===== config.mk =====
export PLATFORM = sky130hd
export DESIGN_NAME = ohp_port
export DESIGN_NICKNAME = d
export VERILOG_FILES = /design/src/ohp_pkg.sv /design/src/ohp_port.sv
export VERILOG_INCLUDE_DIRS = /design/src
export SDC_FILE = /design/constraint.sdc
export NUM_CORES = 1
export LEC_CHECK = 0
export BUFFER_PORTS_ARGS = -buffer_cell sky130_fd_sc_hd__buf_2
export CORE_MARGIN = 2
export CORE_UTILIZATION = 45
export CTS_CLUSTER_SIZE = 10
export DETAILED_ROUTE_END_ITERATION = 12
export PLACE_DENSITY = 0.7
export SLEW_MARGIN = 20
export SYNTH_ARGS = -nofsm -noshare
export SYNTH_HDL_FRONTEND = slang
export SYNTH_SLANG_ARGS = --single-unit

===== constraint.sdc =====
create_clock -name clk_i -period 6.5 [get_ports clk_i]
set_clock_uncertainty 0.05 [all_clocks]
set_input_delay 0.65 -clock clk_i [delete_from_list [all_inputs] [get_ports clk_i]]
set_output_delay 0.65 -clock clk_i [all_outputs]
set_load 0.02 [all_outputs]

===== src/ohp_cfg.svh =====
// Constants for the opcode handshake port: offsets, fields, codes and resets.
// Assumes inclusion by bare name from the package and the design module.
`ifndef OHP_CFG_SVH
`define OHP_CFG_SVH
`define OHP_ADR_DATA 8'h00
`define OHP_ADR_HSK 8'h04
`define OHP_ADR_MODE 8'h08
`define OHP_ADR_EVT 8'h0c
`define OHP_HSK_WR_BIT 0
`define OHP_HSK_RD_BIT 1
`define OHP_CMD_MSB 15
`define OHP_CMD_LSB 8
`define OHP_OBJ_MSB 7
`define OHP_OBJ_LSB 0
`define OHP_CH_MAX_WIDE 8'h7f
`define OHP_CH_MAX_NARROW 8'h3f
`define OHP_CHIP_MAX_WIDE 8'h03
`define OHP_CHIP_MAX_NARROW 8'h01
`define OHP_OP_MATCH 8'h00
`define OHP_OP_STREAM 8'h01
`define OHP_OP_MODE_Q 8'h02
`define OHP_OP_KEEP_ON 8'h03
`define OHP_OP_KEEP_OFF 8'h04
`define OHP_OP_FACTORY 8'h05
`define OHP_OP_SAVE 8'h06
`define OHP_OP_LOAD 8'h07
`define OHP_OP_BOOT_CUST 8'h08
`define OHP_OP_BOOT_FACT 8'h09
`define OHP_OP_WIN_W 8'h10
`define OHP_OP_WIN_O 8'h11
`define OHP_OP_SRCH 8'h12
`define OHP_OP_REJ 8'h13
`define OHP_OP_SUB_ON 8'h14
`define OHP_OP_SUB_OFF 8'h15
`define OHP_OP_TRG_Q 8'h16
`define OHP_OP_DET_W 8'h22
`define OHP_OP_DET_Q 8'h23
`define OHP_OP_STEP_W 8'h24
`define OHP_OP_PAIR_W 8'h25
`define OHP_OP_RES_Q 8'h26
`define OHP_OP_DEAD_W 8'h28
`define OHP_OP_DEAD_Q 8'h29
`define OHP_OP_FRM_ON 8'h30
`define OHP_OP_FRM_OFF 8'h31
`define OHP_OP_FRM_Q 8'h32
`define OHP_OP_EVT_W 8'h33
`define OHP_OP_EVT_Q 8'h34
`define OHP_OP_CH_ON 8'h40
`define OHP_OP_CH_OFF 8'h41
`define OHP_OP_ID_Q 8'h60
`define OHP_RST_WIN_W 12'h014
`define OHP_RST_WIN_O 12'hfd8
`define OHP_RST_SRCH 12'h008
`define OHP_RST_REJ 12'h004
`define OHP_RST_PAIR 16'h0000
`define OHP_RST_EVT 16'h0000
`endif


===== src/ohp_pkg.sv =====
// Types for the opcode handshake port.
// Assumes ohp_cfg.svh sits in the include path.
package ohp_pkg;
  `include "ohp_cfg.svh"
  // Operation word: command in the high byte, target in the low byte.
  typedef struct packed {
    logic [7:0] cmd;
    logic [7:0] obj;
  } ohp_op_t;
  // Reprogram class of a command.
  typedef enum logic [1:0] {OHP_RP_NONE, OHP_RP_SETUP, OHP_RP_CTRL} ohp_rp_t;
  // Decoded command table entry.
  typedef struct packed {
    logic [2:0] write_operand_count;
    logic [2:0] read_operand_count;
    ohp_rp_t reprogram_class;
  } ohp_ent_t;
endpackage : ohp_pkg


===== src/ohp_port.sv =====
// Command interpreter behind a classic Wishbone slave for a multihit converter board.
// Assumes a single 100 MHz clock, a synchronous reset and a host that polls the handshake.
`timescale 1ns/1ps
`include "ohp_cfg.svh"
module ohp_port
  import ohp_pkg::*;
#(
  parameter bit WIDE = 1'b1 // One for the 128-channel variant.
) (
  input wire logic clk_i, // 100 MHz clock.
  input wire logic rst_i, // Synchronous reset, active high.
  input wire logic wb_cyc_i, // Wishbone cycle.
  input wire logic wb_stb_i, // Wishbone strobe.
  input wire logic wb_we_i, // Wishbone write enable.
  input wire logic [7:0] wb_adr_i, // Byte address.
  input wire logic [3:0] wb_sel_i, // Byte selects.
  input wire logic [31:0] wb_dat_i, // Write data.
  output logic [31:0] wb_dat_o, // Read data.
  output logic wb_ack_o, // Acknowledge.
  output logic setup_reprog_o, // Pulse: reprogram setup registers.
  output logic ctrl_reprog_o, // Pulse: reprogram control registers.
  output logic data_clear_o, // Pulse: clear acquired data.
  output logic window_match_select_o, // Level: window match mode active.
  output logic auto_reject_o, // Level: automatic rejection on.
  output logic hold_token_o, // Level: chips hold token to event end.
  output logic trigger_subtract_o, // Level: trigger time subtraction on.
  output logic frame_words_o, // Level: chip header and trailer on.
  output logic boot_custom_o, // Level: boot from saved user setup.
  output logic [127:0] ch_enable_o // Per-channel enable.
);

  // ----------------------------------------------------------------
  // Bus slave
  // ----------------------------------------------------------------
  typedef enum {ST_IDLE, ST_WRITE, ST_READ} ohp_st_t;
  ohp_st_t st_q;
  logic req;
  logic wr_data;
  logic rd_data;
  logic [15:0] wdat;
  logic write_avail_bit_q;
  logic read_avail_bit_q;
  logic [15:0] rd_word_q;
  logic [2:0] wleft_q;
  logic [2:0] rleft_q;
  logic [2:0] ridx_q;
  ohp_op_t op_q;
  ohp_op_t op_in;
  ohp_ent_t ent;
  logic obj_ok;

  // A request is answered one cycle after it is seen; ack then drops.
  assign req = wb_cyc_i && wb_stb_i && !wb_ack_o;
  assign wdat = wb_dat_i[15:0];
  assign op_in = wdat;
  // Words sent while the flag is low are dropped without effect.
  assign wr_data = req && wb_we_i && wb_sel_i[0] && wb_sel_i[1]
    && (wb_adr_i == `OHP_ADR_DATA) && write_avail_bit_q;
  assign rd_data = req && !wb_we_i && (wb_adr_i == `OHP_ADR_DATA) && read_avail_bit_q;

  // Acknowledge every access, mapped or not.
  always_ff @(posedge clk_i)
  begin
    if (rst_i)
      wb_ack_o <= 1'b0;
    else
      wb_ack_o <= req;
  end

  // ----------------------------------------------------------------
  // Command table
  // ----------------------------------------------------------------
  // Table lines this port acts on are decoded, except the boot codes, which take the default; other codes end at once.
  always_comb
  begin
    ent = '{3'd0, 3'd0, OHP_RP_NONE};
    case (op_in.cmd)
      `OHP_OP_MATCH, `OHP_OP_STREAM, `OHP_OP_KEEP_ON, `OHP_OP_KEEP_OFF,
      `OHP_OP_FACTORY, `OHP_OP_LOAD, `OHP_OP_SUB_ON, `OHP_OP_SUB_OFF,
      `OHP_OP_FRM_ON, `OHP_OP_FRM_OFF:
        ent = '{3'd0, 3'd0, OHP_RP_SETUP};
      `OHP_OP_MODE_Q, `OHP_OP_DET_Q, `OHP_OP_RES_Q, `OHP_OP_DEAD_Q,
      `OHP_OP_FRM_Q, `OHP_OP_EVT_Q:
        ent = '{3'd0, 3'd1, OHP_RP_NONE};
      `OHP_OP_TRG_Q:
        ent = '{3'd0, 3'd5, OHP_RP_NONE};
      `OHP_OP_WIN_W, `OHP_OP_WIN_O, `OHP_OP_SRCH, `OHP_OP_REJ,
      `OHP_OP_DET_W, `OHP_OP_STEP_W, `OHP_OP_PAIR_W, `OHP_OP_DEAD_W,
      `OHP_OP_EVT_W:
        ent = '{3'd1, 3'd0, OHP_RP_SETUP};
      `OHP_OP_CH_ON, `OHP_OP_CH_OFF:
        ent = '{3'd0, 3'd0, OHP_RP_CTRL};
      `OHP_OP_ID_Q:
        ent = '{3'd0, 3'd2, OHP_RP_NONE};
      default:
        ent = '{3'd0, 3'd0, OHP_RP_NONE};
    endcase
  end

  // Range check of targeted objects; others ignore the field entirely.
  always_comb
  begin
    obj_ok = 1'b1;
    if (op_in.cmd == `OHP_OP_CH_ON || op_in.cmd == `OHP_OP_CH_OFF)
      obj_ok = op_in.obj <= (WIDE ? `OHP_CH_MAX_WIDE : `OHP_CH_MAX_NARROW);
    else if (op_in.cmd == `OHP_OP_ID_Q)
      obj_ok = op_in.obj <= (WIDE ? `OHP_CHIP_MAX_WIDE : `OHP_CHIP_MAX_NARROW);
  end

  // ----------------------------------------------------------------
  // Sequencer
  // ----------------------------------------------------------------
  logic [11:0] win_w_q, win_o_q, srch_q, rej_q;
  logic [1:0] det_q, step_q, dead_q;
  logic [15:0] pair_q, evt_q;
  logic [15:0] rd_next;

  // State and operand counters; an out-of-range target is dropped at once.
  always_ff @(posedge clk_i)
  begin
    if (rst_i)
    begin
      st_q <= ST_IDLE;
      op_q <= '0;
      wleft_q <= 3'd0;
      rleft_q <= 3'd0;
      ridx_q <= 3'd0;
    end
    else
    begin
      case (st_q)
        ST_IDLE:
          if (wr_data && obj_ok)
          begin
            op_q <= op_in;
            wleft_q <= ent.write_operand_count;
            rleft_q <= ent.read_operand_count;
            ridx_q <= 3'd0;
            if (ent.write_operand_count != 3'd0)
              st_q <= ST_WRITE;
            else if (ent.read_operand_count != 3'd0)
              st_q <= ST_READ;
          end
        ST_WRITE:
          if (wr_data)
          begin
            wleft_q <= wleft_q - 3'd1;
            if (wleft_q == 3'd1)
              st_q <= (rleft_q != 3'd0) ? ST_READ : ST_IDLE;
          end
        ST_READ:
          if (rd_data)
          begin
            rleft_q <= rleft_q - 3'd1;
            ridx_q <= ridx_q + 3'd1;
            if (rleft_q == 3'd1)
              st_q <= ST_IDLE;
          end
        default:
          st_q <= ST_IDLE;
      endcase
    end
  end

  // Write-ready drops for the cycle after each word, and stays low while the read state lasts, giving the
  // sequencer time to settle before the next word is taken.
  always_ff @(posedge clk_i)
  begin
    if (rst_i)
      write_avail_bit_q <= 1'b1;
    else if (wr_data)
      write_avail_bit_q <= 1'b0;
    else
      write_avail_bit_q <= (st_q != ST_READ);
  end

  // Read-ready rises once a result word is latched and drops on its read.
  always_ff @(posedge clk_i)
  begin
    if (rst_i)
    begin
      read_avail_bit_q <= 1'b0;
      rd_word_q <= 16'h0000;
    end
    else if (rd_data)
      read_avail_bit_q <= 1'b0;
    else if (st_q == ST_READ && !read_avail_bit_q)
    begin
      read_avail_bit_q <= 1'b1;
      rd_word_q <= rd_next;
    end
  end

  // Result word for the current command and operand index.
  always_comb
  begin
    rd_next = 16'h0000;
    case (op_q.cmd)
      `OHP_OP_MODE_Q: rd_next = {15'h0000, window_match_select_o};
      `OHP_OP_DET_Q: rd_next = {14'h0000, det_q};
      `OHP_OP_RES_Q: rd_next = pair_q;
      `OHP_OP_DEAD_Q: rd_next = {14'h0000, dead_q};
      `OHP_OP_FRM_Q: rd_next = {15'h0000, frame_words_o};
      `OHP_OP_EVT_Q: rd_next = evt_q;
      `OHP_OP_ID_Q: rd_next = {8'h00, op_q.obj};
      `OHP_OP_TRG_Q:
        case (ridx_q)
          3'd0: rd_next = {4'h0, win_w_q};
          3'd1: rd_next = {4'h0, win_o_q};
          3'd2: rd_next = {4'h0, srch_q};
          3'd3: rd_next = {4'h0, rej_q};
          default: rd_next = {15'h0000, trigger_subtract_o};
        endcase
      default: rd_next = 16'h0000;
    endcase
  end

  // ----------------------------------------------------------------
  // Configuration store
  // ----------------------------------------------------------------
  logic launch;
  logic op_wr;
  assign launch = (st_q == ST_IDLE) && wr_data && obj_ok && ent.write_operand_count == 3'd0;
  assign op_wr = (st_q == ST_WRITE) && wr_data && wleft_q == 3'd1;

  // Operand values written by the operand word of each write command.
  always_ff @(posedge clk_i)
  begin
    if (rst_i)
    begin
      win_w_q <= `OHP_RST_WIN_W;
      win_o_q <= `OHP_RST_WIN_O;
      srch_q <= `OHP_RST_SRCH;
      rej_q <= `OHP_RST_REJ;
      det_q <= 2'd0;
      step_q <= 2'd0;
      dead_q <= 2'd0;
      pair_q <= `OHP_RST_PAIR;
      evt_q <= `OHP_RST_EVT;
    end
    else if (op_wr)
    begin
      case (op_q.cmd)
        `OHP_OP_WIN_W: win_w_q <= wdat[11:0];
        `OHP_OP_WIN_O: win_o_q <= wdat[11:0];
        `OHP_OP_SRCH: srch_q <= wdat[11:0];
        `OHP_OP_REJ: rej_q <= wdat[11:0];
        `OHP_OP_DET_W: det_q <= wdat[1:0];
        `OHP_OP_STEP_W: step_q <= wdat[1:0];
        `OHP_OP_PAIR_W: pair_q <= wdat;
        `OHP_OP_DEAD_W: dead_q <= wdat[1:0];
        `OHP_OP_EVT_W: evt_q <= wdat;
        default: evt_q <= evt_q;
      endcase
    end
  end

  // Mode flags set by operand-free commands.
  always_ff @(posedge clk_i)
  begin
    if (rst_i)
    begin
      window_match_select_o <= 1'b0;
      auto_reject_o <= 1'b0;
      hold_token_o <= 1'b0;
      trigger_subtract_o <= 1'b0;
      frame_words_o <= 1'b1;
      boot_custom_o <= 1'b0;
    end
    else if (launch)
    begin
      case (op_in.cmd)
        `OHP_OP_MATCH:
        begin
          window_match_select_o <= 1'b1;
          auto_reject_o <= 1'b1;
          hold_token_o <= 1'b1;
        end
        `OHP_OP_STREAM:
        begin
          window_match_select_o <= 1'b0;
          auto_reject_o <= 1'b0;
          trigger_subtract_o <= 1'b0;
        end
        `OHP_OP_KEEP_ON: hold_token_o <= 1'b1;
        `OHP_OP_KEEP_OFF: hold_token_o <= 1'b0;
        `OHP_OP_FACTORY: window_match_select_o <= 1'b0;
        `OHP_OP_SUB_ON: trigger_subtract_o <= 1'b1;
        `OHP_OP_SUB_OFF: trigger_subtract_o <= 1'b0;
        `OHP_OP_FRM_ON: frame_words_o <= 1'b1;
        `OHP_OP_FRM_OFF: frame_words_o <= 1'b0;
        `OHP_OP_BOOT_CUST: boot_custom_o <= 1'b1;
        `OHP_OP_BOOT_FACT: boot_custom_o <= 1'b0;
        default: boot_custom_o <= boot_custom_o;
      endcase
    end
  end

  // One enable flip-flop per channel; the narrow variant keeps the top half off.
  genvar g;
  generate
    for (g = 0; g < 128; g++)
    begin : g_ch
      always_ff @(posedge clk_i)
      begin
        if (rst_i)
          ch_enable_o[g] <= (WIDE || g < 64);
        else if (launch && op_in.obj == 8'(g) && (WIDE || g < 64))
        begin
          if (op_in.cmd == `OHP_OP_CH_ON)
            ch_enable_o[g] <= 1'b1;
          else if (op_in.cmd == `OHP_OP_CH_OFF)
            ch_enable_o[g] <= 1'b0;
        end
      end
    end
  endgenerate

  // Reprogram pulses fire as the command launches or its last operand lands.
  always_ff @(posedge clk_i)
  begin
    if (rst_i)
    begin
      setup_reprog_o <= 1'b0;
      ctrl_reprog_o <= 1'b0;
      data_clear_o <= 1'b0;
    end
    else
    begin
      setup_reprog_o <= (launch && ent.reprogram_class == OHP_RP_SETUP) || op_wr;
      data_clear_o <= (launch && ent.reprogram_class == OHP_RP_SETUP) || op_wr;
      ctrl_reprog_o <= launch && ent.reprogram_class == OHP_RP_CTRL;
    end
  end

  // ----------------------------------------------------------------
  // Register readback
  // ----------------------------------------------------------------
  // Unmapped addresses read zero; the data and event words are 16 bits wide.
  always_ff @(posedge clk_i)
  begin
    if (rst_i)
      wb_dat_o <= 32'h0000_0000;
    else if (req && !wb_we_i)
    begin
      if (wb_adr_i == `OHP_ADR_DATA)
        wb_dat_o <= {16'h0000, rd_word_q};
      else if (wb_adr_i == `OHP_ADR_HSK)
        wb_dat_o <= {30'h0, read_avail_bit_q, write_avail_bit_q};
      else if (wb_adr_i == `OHP_ADR_MODE)
        wb_dat_o <= {24'h0, step_q, boot_custom_o, frame_words_o, trigger_subtract_o,
          hold_token_o, auto_reject_o, window_match_select_o};
      else if (wb_adr_i == `OHP_ADR_EVT)
        wb_dat_o <= {16'h0000, evt_q};
      else
        wb_dat_o <= 32'h0000_0000;
    end
  end

endmodule : ohp_port


==> impl_metrics.py, run 1 <==
metrics = {
    "outcome": {
        "status": "completed",
    },
    "logic_synthesis": {
        "ys.flop_type": "dfxtp_1",
        "synthArstFlopShare_pct": 0,
        "synth-edff-count": 0,
        "netlist_area_um2": 14320,
        "ys_warn_count": 0,
        "ys_seq_elements": 284,
        "syn_inst": 1682,
        "syn_area_per_cell_um2": 8.514,
        "ys_seq_area_share_pct": 39.70,
        "ys_types": 70,
    },
    "finish": {
        "layout-drive-gt1-share_pct": 17.10,
        "finalInstanceArea_um2": 16280,
        "syn2layout_area_growth_pct": 13.66,
        "final_cell_count_no_fill": 2152,
        "fin_nets": 1799,
    },
    "global_routing": {
        "grt-ovfl-total": 0,
        "grt_pass1_wl_um": 73420,
        "grt_pass1_vias": 12890,
        "grt_start_max_net_pins": 161,
        "grtUsageTotal_pct": 27.14,
        "antenna_found_initial": 1,
    },
    "die": {
        "die_x_um": 182.4,
        "dieArea_um2": 33270,
        "initial_core_util_pct": 45.50,
        "rows": 65,
        "ios": 219,
        "die_h_um": 182.4,
        "core_area_um2": 31470,
    },
    "worst_setup_path": {
        "endpoint": "ch_enable_o[36]",
        "rrSetupSlack_ns": 3.27,
        "r2r_start": "wb_ack_o",
        "r2r_cells": 5,
        "crit_path_start_kind": "input port",
        "cp.arrival_ns": 4.03,
        "path_max_fanout": 92,
        "setup.worst_path.end_class": "flip-flop",
        "reg2reg_to": "ch_enable_o[38]",
        "crit_start": "wb_dat_i[4]",
        "required_ns": 6.87,
        "crit_type": "input port to flip-flop",
    },
    "clock_network": {
        "cts_sinks": 284,
        "cts_buffers": 35,
        "cts_tree": "done",
        "cts_setup_buffers": 0,
        "path_clk_slew_ns": 0.05,
        "clock_path_buffers": 3,
        "postCtsHoldBufs": 0,
        "cts-resized-gates": 0,
        "clk_latency_ns": 0.51,
        "htree_levels": 2,
        "cts_root_buf": "clkbuf_16",
    },
    "route": {
        "drtIter0Drc": 1817,
        "drc": 0,
        "wirelength_um": 46720,
        "ant_nets": 0,
        "dr_total_vias": 13990,
        "firstDrtPassIters": 7,
        "drt-wirelength-per-cell_um": 21.71,
        "vias_per_cell": 6.500,
    },
    "job": {
        "maxCapViolations": 0,
    },
    "timing": {
        "slew_viol_final": 0,
        "fin_crit_ns": 3.652,
        "timing.final.ws_setup_ns": 2.848,
        "finalHoldViolations": 0,
        "worst_slew_pin_slew_ns": 1.092,
        "fin_crit_sh_pct": 56.18,
        "rsz0062_at_grt": "no",
        "slew_headroom_pct": 26.97,
        "max_freq_mhz": 273.8,
        "finalSetupViolations": 0,
        "fin_setup_tns_ns": 0,
    },
    "placement": {
        "placed_area_um2": 15270,
        "finalWeightedCongestion": 0.8450,
        "pre_cts_ws_ns": 2.383,
        "dp_hpwl_um": 29190,
        "dp.cells": 2105,
        "place.port_buffers": 184,
    },
    "hold_path": {
        "min_path_cells": 3,
        "hold_class": "input port to flip-flop",
    },
    "pwr": {
        "power_w": 0.003687,
        "power_density_nw_per_um2": 226.5,
        "ir_drop_mv": 0.1620,
        "leakage_nw": 5.731,
    },
}
-- placed cells by master (no fill, tap or decap), types with 8 or more instances in the layout --
cell type / n
a211o_1: 52
inv_1: 14
o31ai_1: 32
a222oi_1: 20
nor3b_1: 11
mux2i_1: 106
nand3_1: 133
a221oi_1: 21
and2_1: 8
o21ai_0: 42
a21oi_1: 32
a22o_1: 8
nand2b_1: 13
or3_1: 24
or4_1: 33
clkbuf_16: 36
nor2_1: 126
nand2_1: 139
a22oi_1: 11
ha_1: 10
nor4_1: 11
conb_1: 16
nor3_1: 87
o41ai_1: 27
nor2b_1: 12
o31a_1: 55
buf_4: 28
dfxtp_1: 284
buf_2: 183
nand4_1: 17
o211ai_1: 33
-- cell families after synthesis --
kind of cell,synth area share (%)
AO/OA/AOI/OAI,20.25
flip-flops,39.70
other,0.02618
AND/OR/NAND/NOR,24.45
adder cells (fa/ha/maj),0.8737
XOR/XNOR,0.3669
multiplexers,7.802
buffers and inverters,6.526
-- flip-flops by register name (all words and copies together), names as in the netlist, 3 cells and up --
signal,cells
rd_word_q,16
rleft_q,3
wleft_q,3
op_q,16
evt_q,16
ch_enable_o,128
rej_q,12
ridx_q,3
pair_q,16
srch_q,12
win_w_q,12
wb_dat_o,16
win_o_q,12
-- area by class of cell --
cell class                 count  area (um^2)
fill                        2944        15200
multi-input combinational   1191         7881
sequential                   284         5685
timing repair buffer         213         1157
clock buffer                  43        957.2
tap                          402        503.0
inverter                      15        56.30
clock inverter                 3        33.78
antenna                        1        2.502
-- synth_stat cells, types with 10 or more instances --
library cell / number / area (um^2)
buf_2: 30 / 150.1
o31a_1: 55 / 481.7
buf_4: 17 / 127.6
inv_1: 15 / 56.30
nand3_1: 133 / 665.6
nor3b_1: 13 / 97.59
buf_1: 13 / 48.80
nor3_1: 90 / 450.4
o31ai_1: 32 / 240.2
a22oi_1: 11 / 82.58
dfxtp_1: 284 / 5685
nor2_1: 126 / 473.0
a21oi_1: 32 / 160.2
o41ai_1: 27 / 236.5
clkbuf_1: 147 / 551.8
or4_1: 33 / 247.7
nor2b_1: 12 / 75.07
a211o_1: 52 / 455.4
mux2i_1: 106 / 1061
nand2_1: 141 / 529.3
o211ai_1: 33 / 247.7
ha_1: 10 / 125.1
nor4_1: 12 / 75.07
o21ai_0: 42 / 210.2
a221oi_1: 21 / 183.9
or3_1: 24 / 150.1
nand2b_1: 13 / 81.33
nand4_1: 17 / 106.4
a222oi_1: 20 / 200.2
-- stage by stage --
stage,hold slack (ns),utilization [%]
CTS,0.3780,51.66
global placement,0.3849,48.43
global route,0.3908,51.71
floorplan,0.3751,-
finish,0.3866,51.72
detailed placement,0.3923,48.51
-- critical path: stages --
cell	delay, ns
buf_2	0.23
or4_1	0.84
o311ai_4	0.41
nand2_4	0.44
buf_4	0.61
or4_1	0.63
o211ai_1	0.16
-- worst min-delay path by stage --
| stage | from | endpoint |
|---|---|---|
| after global placement | rd_word_q[13] | rd_word_q[13] |
| final | wb_stb_i | wb_ack_o |
| after detailed placement | rd_word_q[12] | rd_word_q[12] |
| after global routing | wb_stb_i | wb_ack_o |
| after CTS | wb_stb_i | wb_ack_o |
| after floorplan | rd_word_q[12] | rd_word_q[12] |
-- power by group --
| part | total, W | internal (W) | switching, W |
|---|---|---|---|
| Clock | 0.00175 | 0.00103 | 0.000721 |
| Combinational | 0.000193 | 0.0000403 | 0.000152 |
| Sequential | 0.00175 | 0.00174 | 0.00000141 |
| Total | 0.00369 | 0.00281 | 0.000874 |
-- routing by layer --
layer	routed length [um]	share of wire (%)	track usage [%]
met5	0	0	0
met4	1452	3.1	9.387
met1	19440	42	36.81
met3	4681	10	6.286
met2	21150	45	42.44
Note: power is estimated with default switching activity, not from simulation.
==> inputs of run 2 (changes only) <==
Settings changed: PLACE_DENSITY 0.7 to 0.72.
Clock period 6.5 ns to 3 ns, I/O delays scaled along.
==> run 2 against run 1 <==
Routed wire length rose by 0.19%. Critical endpoint is now evt_q[11]. Sequential cell count did not move. Global-route usage fell by 0.059 points. Hold slack got worse by 0.35 ns. Setup slack got worse by 2.3 ns.
==> impl_metrics.py, run 2 (synthesized netlist as in run 1, its figures left out) <==
metrics = {
    "outcome": {
        "status": "completed",
    },
    "timing": {
        "worst_slew_pin_slew_ns": 1.097,
        "finalHoldViolations": 0,
        "fin_crit_sh_pct": 81.45,
        "hold_slack_ns": 0.04100,
        "slew_viol_final": 0,
        "max_freq_mhz": 409.3,
        "rsz0062_at_grt": "no",
        "slew_headroom_pct": 26.89,
        "timing.final.ws_setup_ns": 0.5566,
        "fin_setup_tns_ns": 0,
        "fin_crit_ns": 2.443,
        "finalSetupViolations": 0,
    },
    "global_routing": {
        "grt-busiest-layer": "met2",
        "grt_pass1_wl_um": 72950,
        "grt_util_met1_pct": 37.06,
        "grtUsageTotal_pct": 27.08,
        "use_met2_pct": 42.41,
        "met3_usage_pct": 5.368,
        "grt-ovfl-total": 0,
        "grt_start_max_net_pins": 93,
        "antenna_found_initial": 0,
        "grt_pass1_vias": 13040,
    },
    "die": {
        "ios": 219,
        "die_h_um": 182.4,
        "initial_core_util_pct": 45.50,
        "core_area_um2": 31470,
        "dieArea_um2": 33270,
        "die_x_um": 182.4,
        "rows": 65,
    },
    "finish": {
        "finalInstanceArea_um2": 16560,
        "regMostFlops": "ch_enable_o",
        "layout-drive-gt1-share_pct": 18.73,
        "syn2layout_area_growth_pct": 15.66,
        "final_cell_mix": "dfxtp_1, buf_2, nand2_1",
        "final_common_cell": "dfxtp_1",
        "fill_cells": 2872,
        "fin_nets": 1842,
        "regArea_um2": 5685,
        "num_antenna_cells": 0,
        "largest_register_ff_count": 128,
        "multiInputGateArea_um2": 7828,
    },
    "clock_network": {
        "cts_sinks": 284,
        "htree_levels": 2,
        "postCtsHoldBufs": 0,
        "cts_root_buf": "clkbuf_16",
        "cts_buffers": 35,
        "clock_path_buffers": 3,
        "cts_setup_buffers": 0,
        "path_clk_slew_ns": 0.05,
        "clk_latency_ns": 0.50,
        "cts_tree": "done",
        "cts-resized-gates": 0,
    },
    "pwr": {
        "power_w": 0.007891,
        "p_comb_share_pct": 5.5,
        "ir_drop_mv": 0.3889,
        "netSwitchingFraction_pct": 23.74,
        "p_switching_w": 0.001874,
        "power_density_nw_per_um2": 476.4,
        "clockPowerShare_pct": 46.5,
        "leakage_nw": 5.896,
        "p_seq_share_pct": 47.9,
        "p_int_w": 0.006018,
    },
    "placement": {
        "dp_hpwl_um": 29940,
        "placed_area_um2": 15630,
        "finalWeightedCongestion": 0.8492,
        "place.port_buffers": 184,
        "pre_cts_ws_ns": 0.2829,
    },
    "route": {
        "wirelength_um": 46810,
        "dr_total_vias": 14130,
        "drtIter0Drc": 1999,
        "drc": 0,
        "vias_per_cell": 6.451,
        "firstDrtPassIters": 9,
        "ant_nets": 0,
        "drt-wirelength-per-cell_um": 21.36,
    },
    "worst_setup_path": {
        "required_ns": 3.31,
        "setup.worst_path.end_class": "flip-flop",
        "path_max_fanout": 16,
        "crit_path_start_kind": "flip-flop",
        "cp.arrival_ns": 2.76,
        "crit_type": "flip-flop to flip-flop",
    },
    "job": {
        "maxCapViolations": 0,
    },
    "hold_path": {
        "hold_class": "input port to flip-flop",
    },
}
[run 2: final timing paths]
| kind | to | slack (ns) | cells past startpoint | start |
|---|---|---|---|---|
| max | evt_q[11] | 0.56 | 5 | op_q[12] |
| min | wb_ack_o | 0.04 | 3 | wb_cyc_i |
| max reg2reg | evt_q[11] | 0.56 | 5 | op_q[12] |
| min reg2reg | rd_word_q[15] | 0.40 | 2 | rd_word_q[15] |
[run 2: cell type report]
type	count	share of cell area (%)
Multi-Input combinational cell	1191	47.26
Sequential cell	284	34.33
Timing Repair Buffer	256	9.390
Clock buffer	41	5.545
Tap cell	402	3.037
Inverter	15	0.3399
Clock inverter	2	0.1058
[run 2: power by group through the flow]
stage | clock network, W | logic, W | registers [W]
after floorplan | 0 | 0.000272 | 0.00387
after global placement | 0 | 0.000416 | 0.00386
after detailed placement | 0 | 0.000419 | 0.00387
after CTS | 0.00372 | 0.000420 | 0.00378
after global routing | 0.00389 | 0.000455 | 0.00378
final | 0.00367 | 0.000435 | 0.00378
[run 2: routing by layer]
metal  part of all wire [%]  routed length [um]  vias up
li1                       -                   -     6439
met5                      0                   0        -
met2                     45               20960      792
met1                     42               19640     6795
met4                    3.4                1586        0
met3                    9.9                4613      108
[run 2: per-stage QoR]
step,utilization (%),instances
2_1_floorplan,-,1697
3_3_place_gp,49.65,2148
3_5_place_dp,49.65,2148
4_1_cts,52.63,2191
5_1_grt,52.63,2191
6_report,52.63,2191
[run 2: worst max-delay path: stages, from the launching register on]
cell and delay, ns:
dfxtp_1 0.48, nor4bb_1 0.58, nand2_1 0.15, or4_1 0.76
nand2_1 0.20, a21oi_1 0.08
==> inputs of run 3 (changes only) <==
Settings changed: ABC_AREA set to 1.
Clock period 3 ns to 2.23 ns, I/O delays scaled along.
==> run 3 against run 2 <==
Non-clock buffer count rose by 23. Via count shrank 0.80%. Core utilization increased by 2.1 points. Sequential cell count unchanged. Synthesized cell count rose by 17%. Maximum frequency up 20%. Combinational power increased by 29%. Clock-buffer cell count grew 2. Hold slack got worse by 0.0088 ns. Power increased by 37%. Largest power group is now the clock network.
==> impl_metrics.py, run 3 <==
metrics = {
    "die": {
        "initial_core_util_pct": 45.96,
        "core_area_um2": 29870,
        "die_x_um": 178.7,
        "die_h_um": 178.7,
        "rows": 63,
        "dieArea_um2": 31930,
        "ios": 219,
    },
    "route": {
        "wirelength_um": 43310,
        "dr_total_vias": 14020,
        "ant_nets": 0,
        "vias_per_cell": 5.498,
        "drtIter0Drc": 1273,
        "drt-wirelength-per-cell_um": 16.98,
        "firstDrtPassIters": 5,
        "drc": 0,
    },
    "clock_network": {
        "htree_levels": 2,
        "cts_tree": "done",
        "cts_sinks": 284,
        "cts_buffers": 35,
        "cts_root_buf": "clkbuf_16",
        "clock_path_buffers": 3,
        "path_clk_slew_ns": 0.06,
        "clk_latency_ns": 0.51,
    },
    "finish": {
        "syn2layout_area_growth_pct": 19.13,
        "layout-drive-gt1-share_pct": 17.70,
        "largest_register_ff_count": 128,
        "regArea_um2": 5685,
        "final_common_cell": "nand2_1",
        "fin_nets": 2207,
        "multiInputGateArea_um2": 6718,
        "final_cell_mix": "nand2_1, dfxtp_1, nor2_1",
        "finalInstanceArea_um2": 16360,
        "fill_cells": 2867,
        "regMostFlops": "ch_enable_o",
    },
    "timing": {
        "fin_setup_tns_ns": 0,
        "fin_crit_ns": 2.029,
        "slew_viol_final": 0,
        "finalHoldViolations": 0,
        "fin_crit_sh_pct": 91.00,
        "hold_slack_ns": 0.03218,
        "worst_slew_pin_slew_ns": 0.7290,
        "finalSetupViolations": 0,
        "slew_headroom_pct": 51.40,
        "max_freq_mhz": 492.8,
        "rsz0062_at_grt": "no",
    },
    "logic_synthesis": {
        "ys_types": 45,
        "yosys.cell_count.top_type": "nand2_1",
        "synth-adder-area-share_pct": 0.9112,
        "yosys.area_share.simple_pct": 32.91,
        "synth_top_area_share_pct": 41.41,
        "synthArstFlopShare_pct": 0,
        "ys_seq_area_share_pct": 41.41,
        "synthTopCellsByArea": "dfxtp_1, nand2_1, nand3_1, nor2_1, o21ai_0",
        "synth-edff-count": 0,
        "synth_common_cells": "nand2_1, dfxtp_1, nor2_1",
        "syn_inst": 1961,
        "synth.area.mux_share_pct": 0,
        "syn_area_per_cell_um2": 7.002,
        "synthDominantAreaCellType": "dfxtp_1",
        "ys_seq_elements": 284,
        "ys_warn_count": 0,
        "synth-xor-area-share_pct": 0.06379,
        "synth_compound_area_share_pct": 14.53,
        "netlist_area_um2": 13730,
        "synth_top_family_by_area": "simple AND/OR/NAND/NOR gates",
        "ys.flop_type": "dfxtp_1",
    },
    "global_routing": {
        "grt_pass1_wl_um": 67880,
        "grt-ovfl-total": 0,
        "grt_start_max_net_pins": 133,
        "antenna_found_initial": 2,
        "grt_pass1_vias": 12920,
        "grtUsageTotal_pct": 26.60,
    },
    "pwr": {
        "leakage_nw": 6.652,
        "ir_drop_mv": 0.5435,
        "power_density_nw_per_um2": 662.3,
        "power_w": 0.01083,
    },
    "worst_setup_path": {
        "crit_type": "flip-flop to flip-flop",
        "crit_path_start_kind": "flip-flop",
        "critPathSlowestCell": "dfxtp_1",
        "slowest_delay_ns": 0.36,
        "cp.arrival_ns": 2.35,
        "crit_top_cell": "ha_1",
        "required_ns": 2.55,
        "path_delay_family": "compound AO/OA/AOI/OAI gates",
        "cp_cell_sequence": "ha_1, ha_1, inv_1, o22ai_1, o21ai_0, nand4_1, nand2_1, a21oi_1",
        "path_max_fanout": 8,
        "critical_path_buf_inv_count": 1,
        "setup.worst_path.end_class": "flip-flop",
    },
    "placement": {
        "finalWeightedCongestion": 0.8924,
        "dp_hpwl_um": 29960,
        "placed_area_um2": 15330,
        "place.port_buffers": 184,
    },
    "hold_path": {
        "hold_class": "input port to flip-flop",
    },
    "outcome": {
        "status": "completed",
    },
    "job": {
        "maxCapViolations": 0,
    },
}
==> run 3: metrics by stage <==
step	setup WS, ns	utilization, %	cells
6_report	0.2006	54.75	2550
5_1_grt	0.03115	54.73	2548
4_1_cts	0.1950	54.73	2548
3_5_place_dp	0.04599	51.33	2499
3_3_place_gp	0.09198	51.33	2499
2_1_floorplan	0.5113	-	1976
==> run 3: final timing paths <==
path                                   endpoint             from  slack [ns]  cells after the start
worst min-delay path                  evt_q[15]     wb_dat_i[15]        0.03                      3
worst max-delay path               rd_word_q[4]        ridx_q[0]        0.20                      8
worst max register to register     rd_word_q[4]        ridx_q[0]        0.20                      8
worst min register to register  ch_enable_o[75]  ch_enable_o[75]        0.40                      2
==> run 3: area by class of cell <==
class                      count  area share (%)
antenna                        2         0.03060
clock buffer                  43           5.538
clock inverter                 4          0.5661
inverter                     160           3.718
multi-input combinational   1388           41.07
sequential                   284           34.76
tap                          390           2.983
timing repair buffer         279           11.34
==> run 3: worst reg2reg max path: stages, from the launching register on <==
cell and delay [ns]:
dfxtp_1 0.36, ha_1 0.22, ha_1 0.21, inv_1 0.29, o22ai_1 0.12, o21ai_0 0.30, nand4_1 0.16, nand2_1 0.11
a21oi_1 0.06
==> run 3: cell families (layout without fill, tap and decap cells) <==
group | count (synthesis) | count (layout)
XOR/XNOR | 1 | 1
buffers and inverters | 304 | 486
AO/OA/AOI/OAI | 371 | 371
flip-flops | 284 | 284
AND/OR/NAND/NOR | 990 | 990
other | 1 | 18
adder cells (fa/ha/maj) | 10 | 10
==> run 3: routing by layer <==
metal / vias up / share of wire, % / track usage (%)
li1: 6801 / - / -
met1: 6520 / 42 / 34.27
met2: 597 / 46 / 43.79
met3: 103 / 8.7 / 6.107
met4: 0 / 3.4 / 9.146
met5: - / 0 / 0
==> run 3: power breakdown <==
part	total [W]	switching (W)	internal [W]
Combinational	0.000562	0.000413	0.000149
Clock	0.00517	0.00210	0.00307
Sequential	0.00510	0.00000652	0.00509
==> run 3: what timing repair did <==
action,in CTS,in global routing
gates resized for setup,0,0
buffers inserted,0,0
endpoints found under the hold margin,1,0
hold buffers,2,0
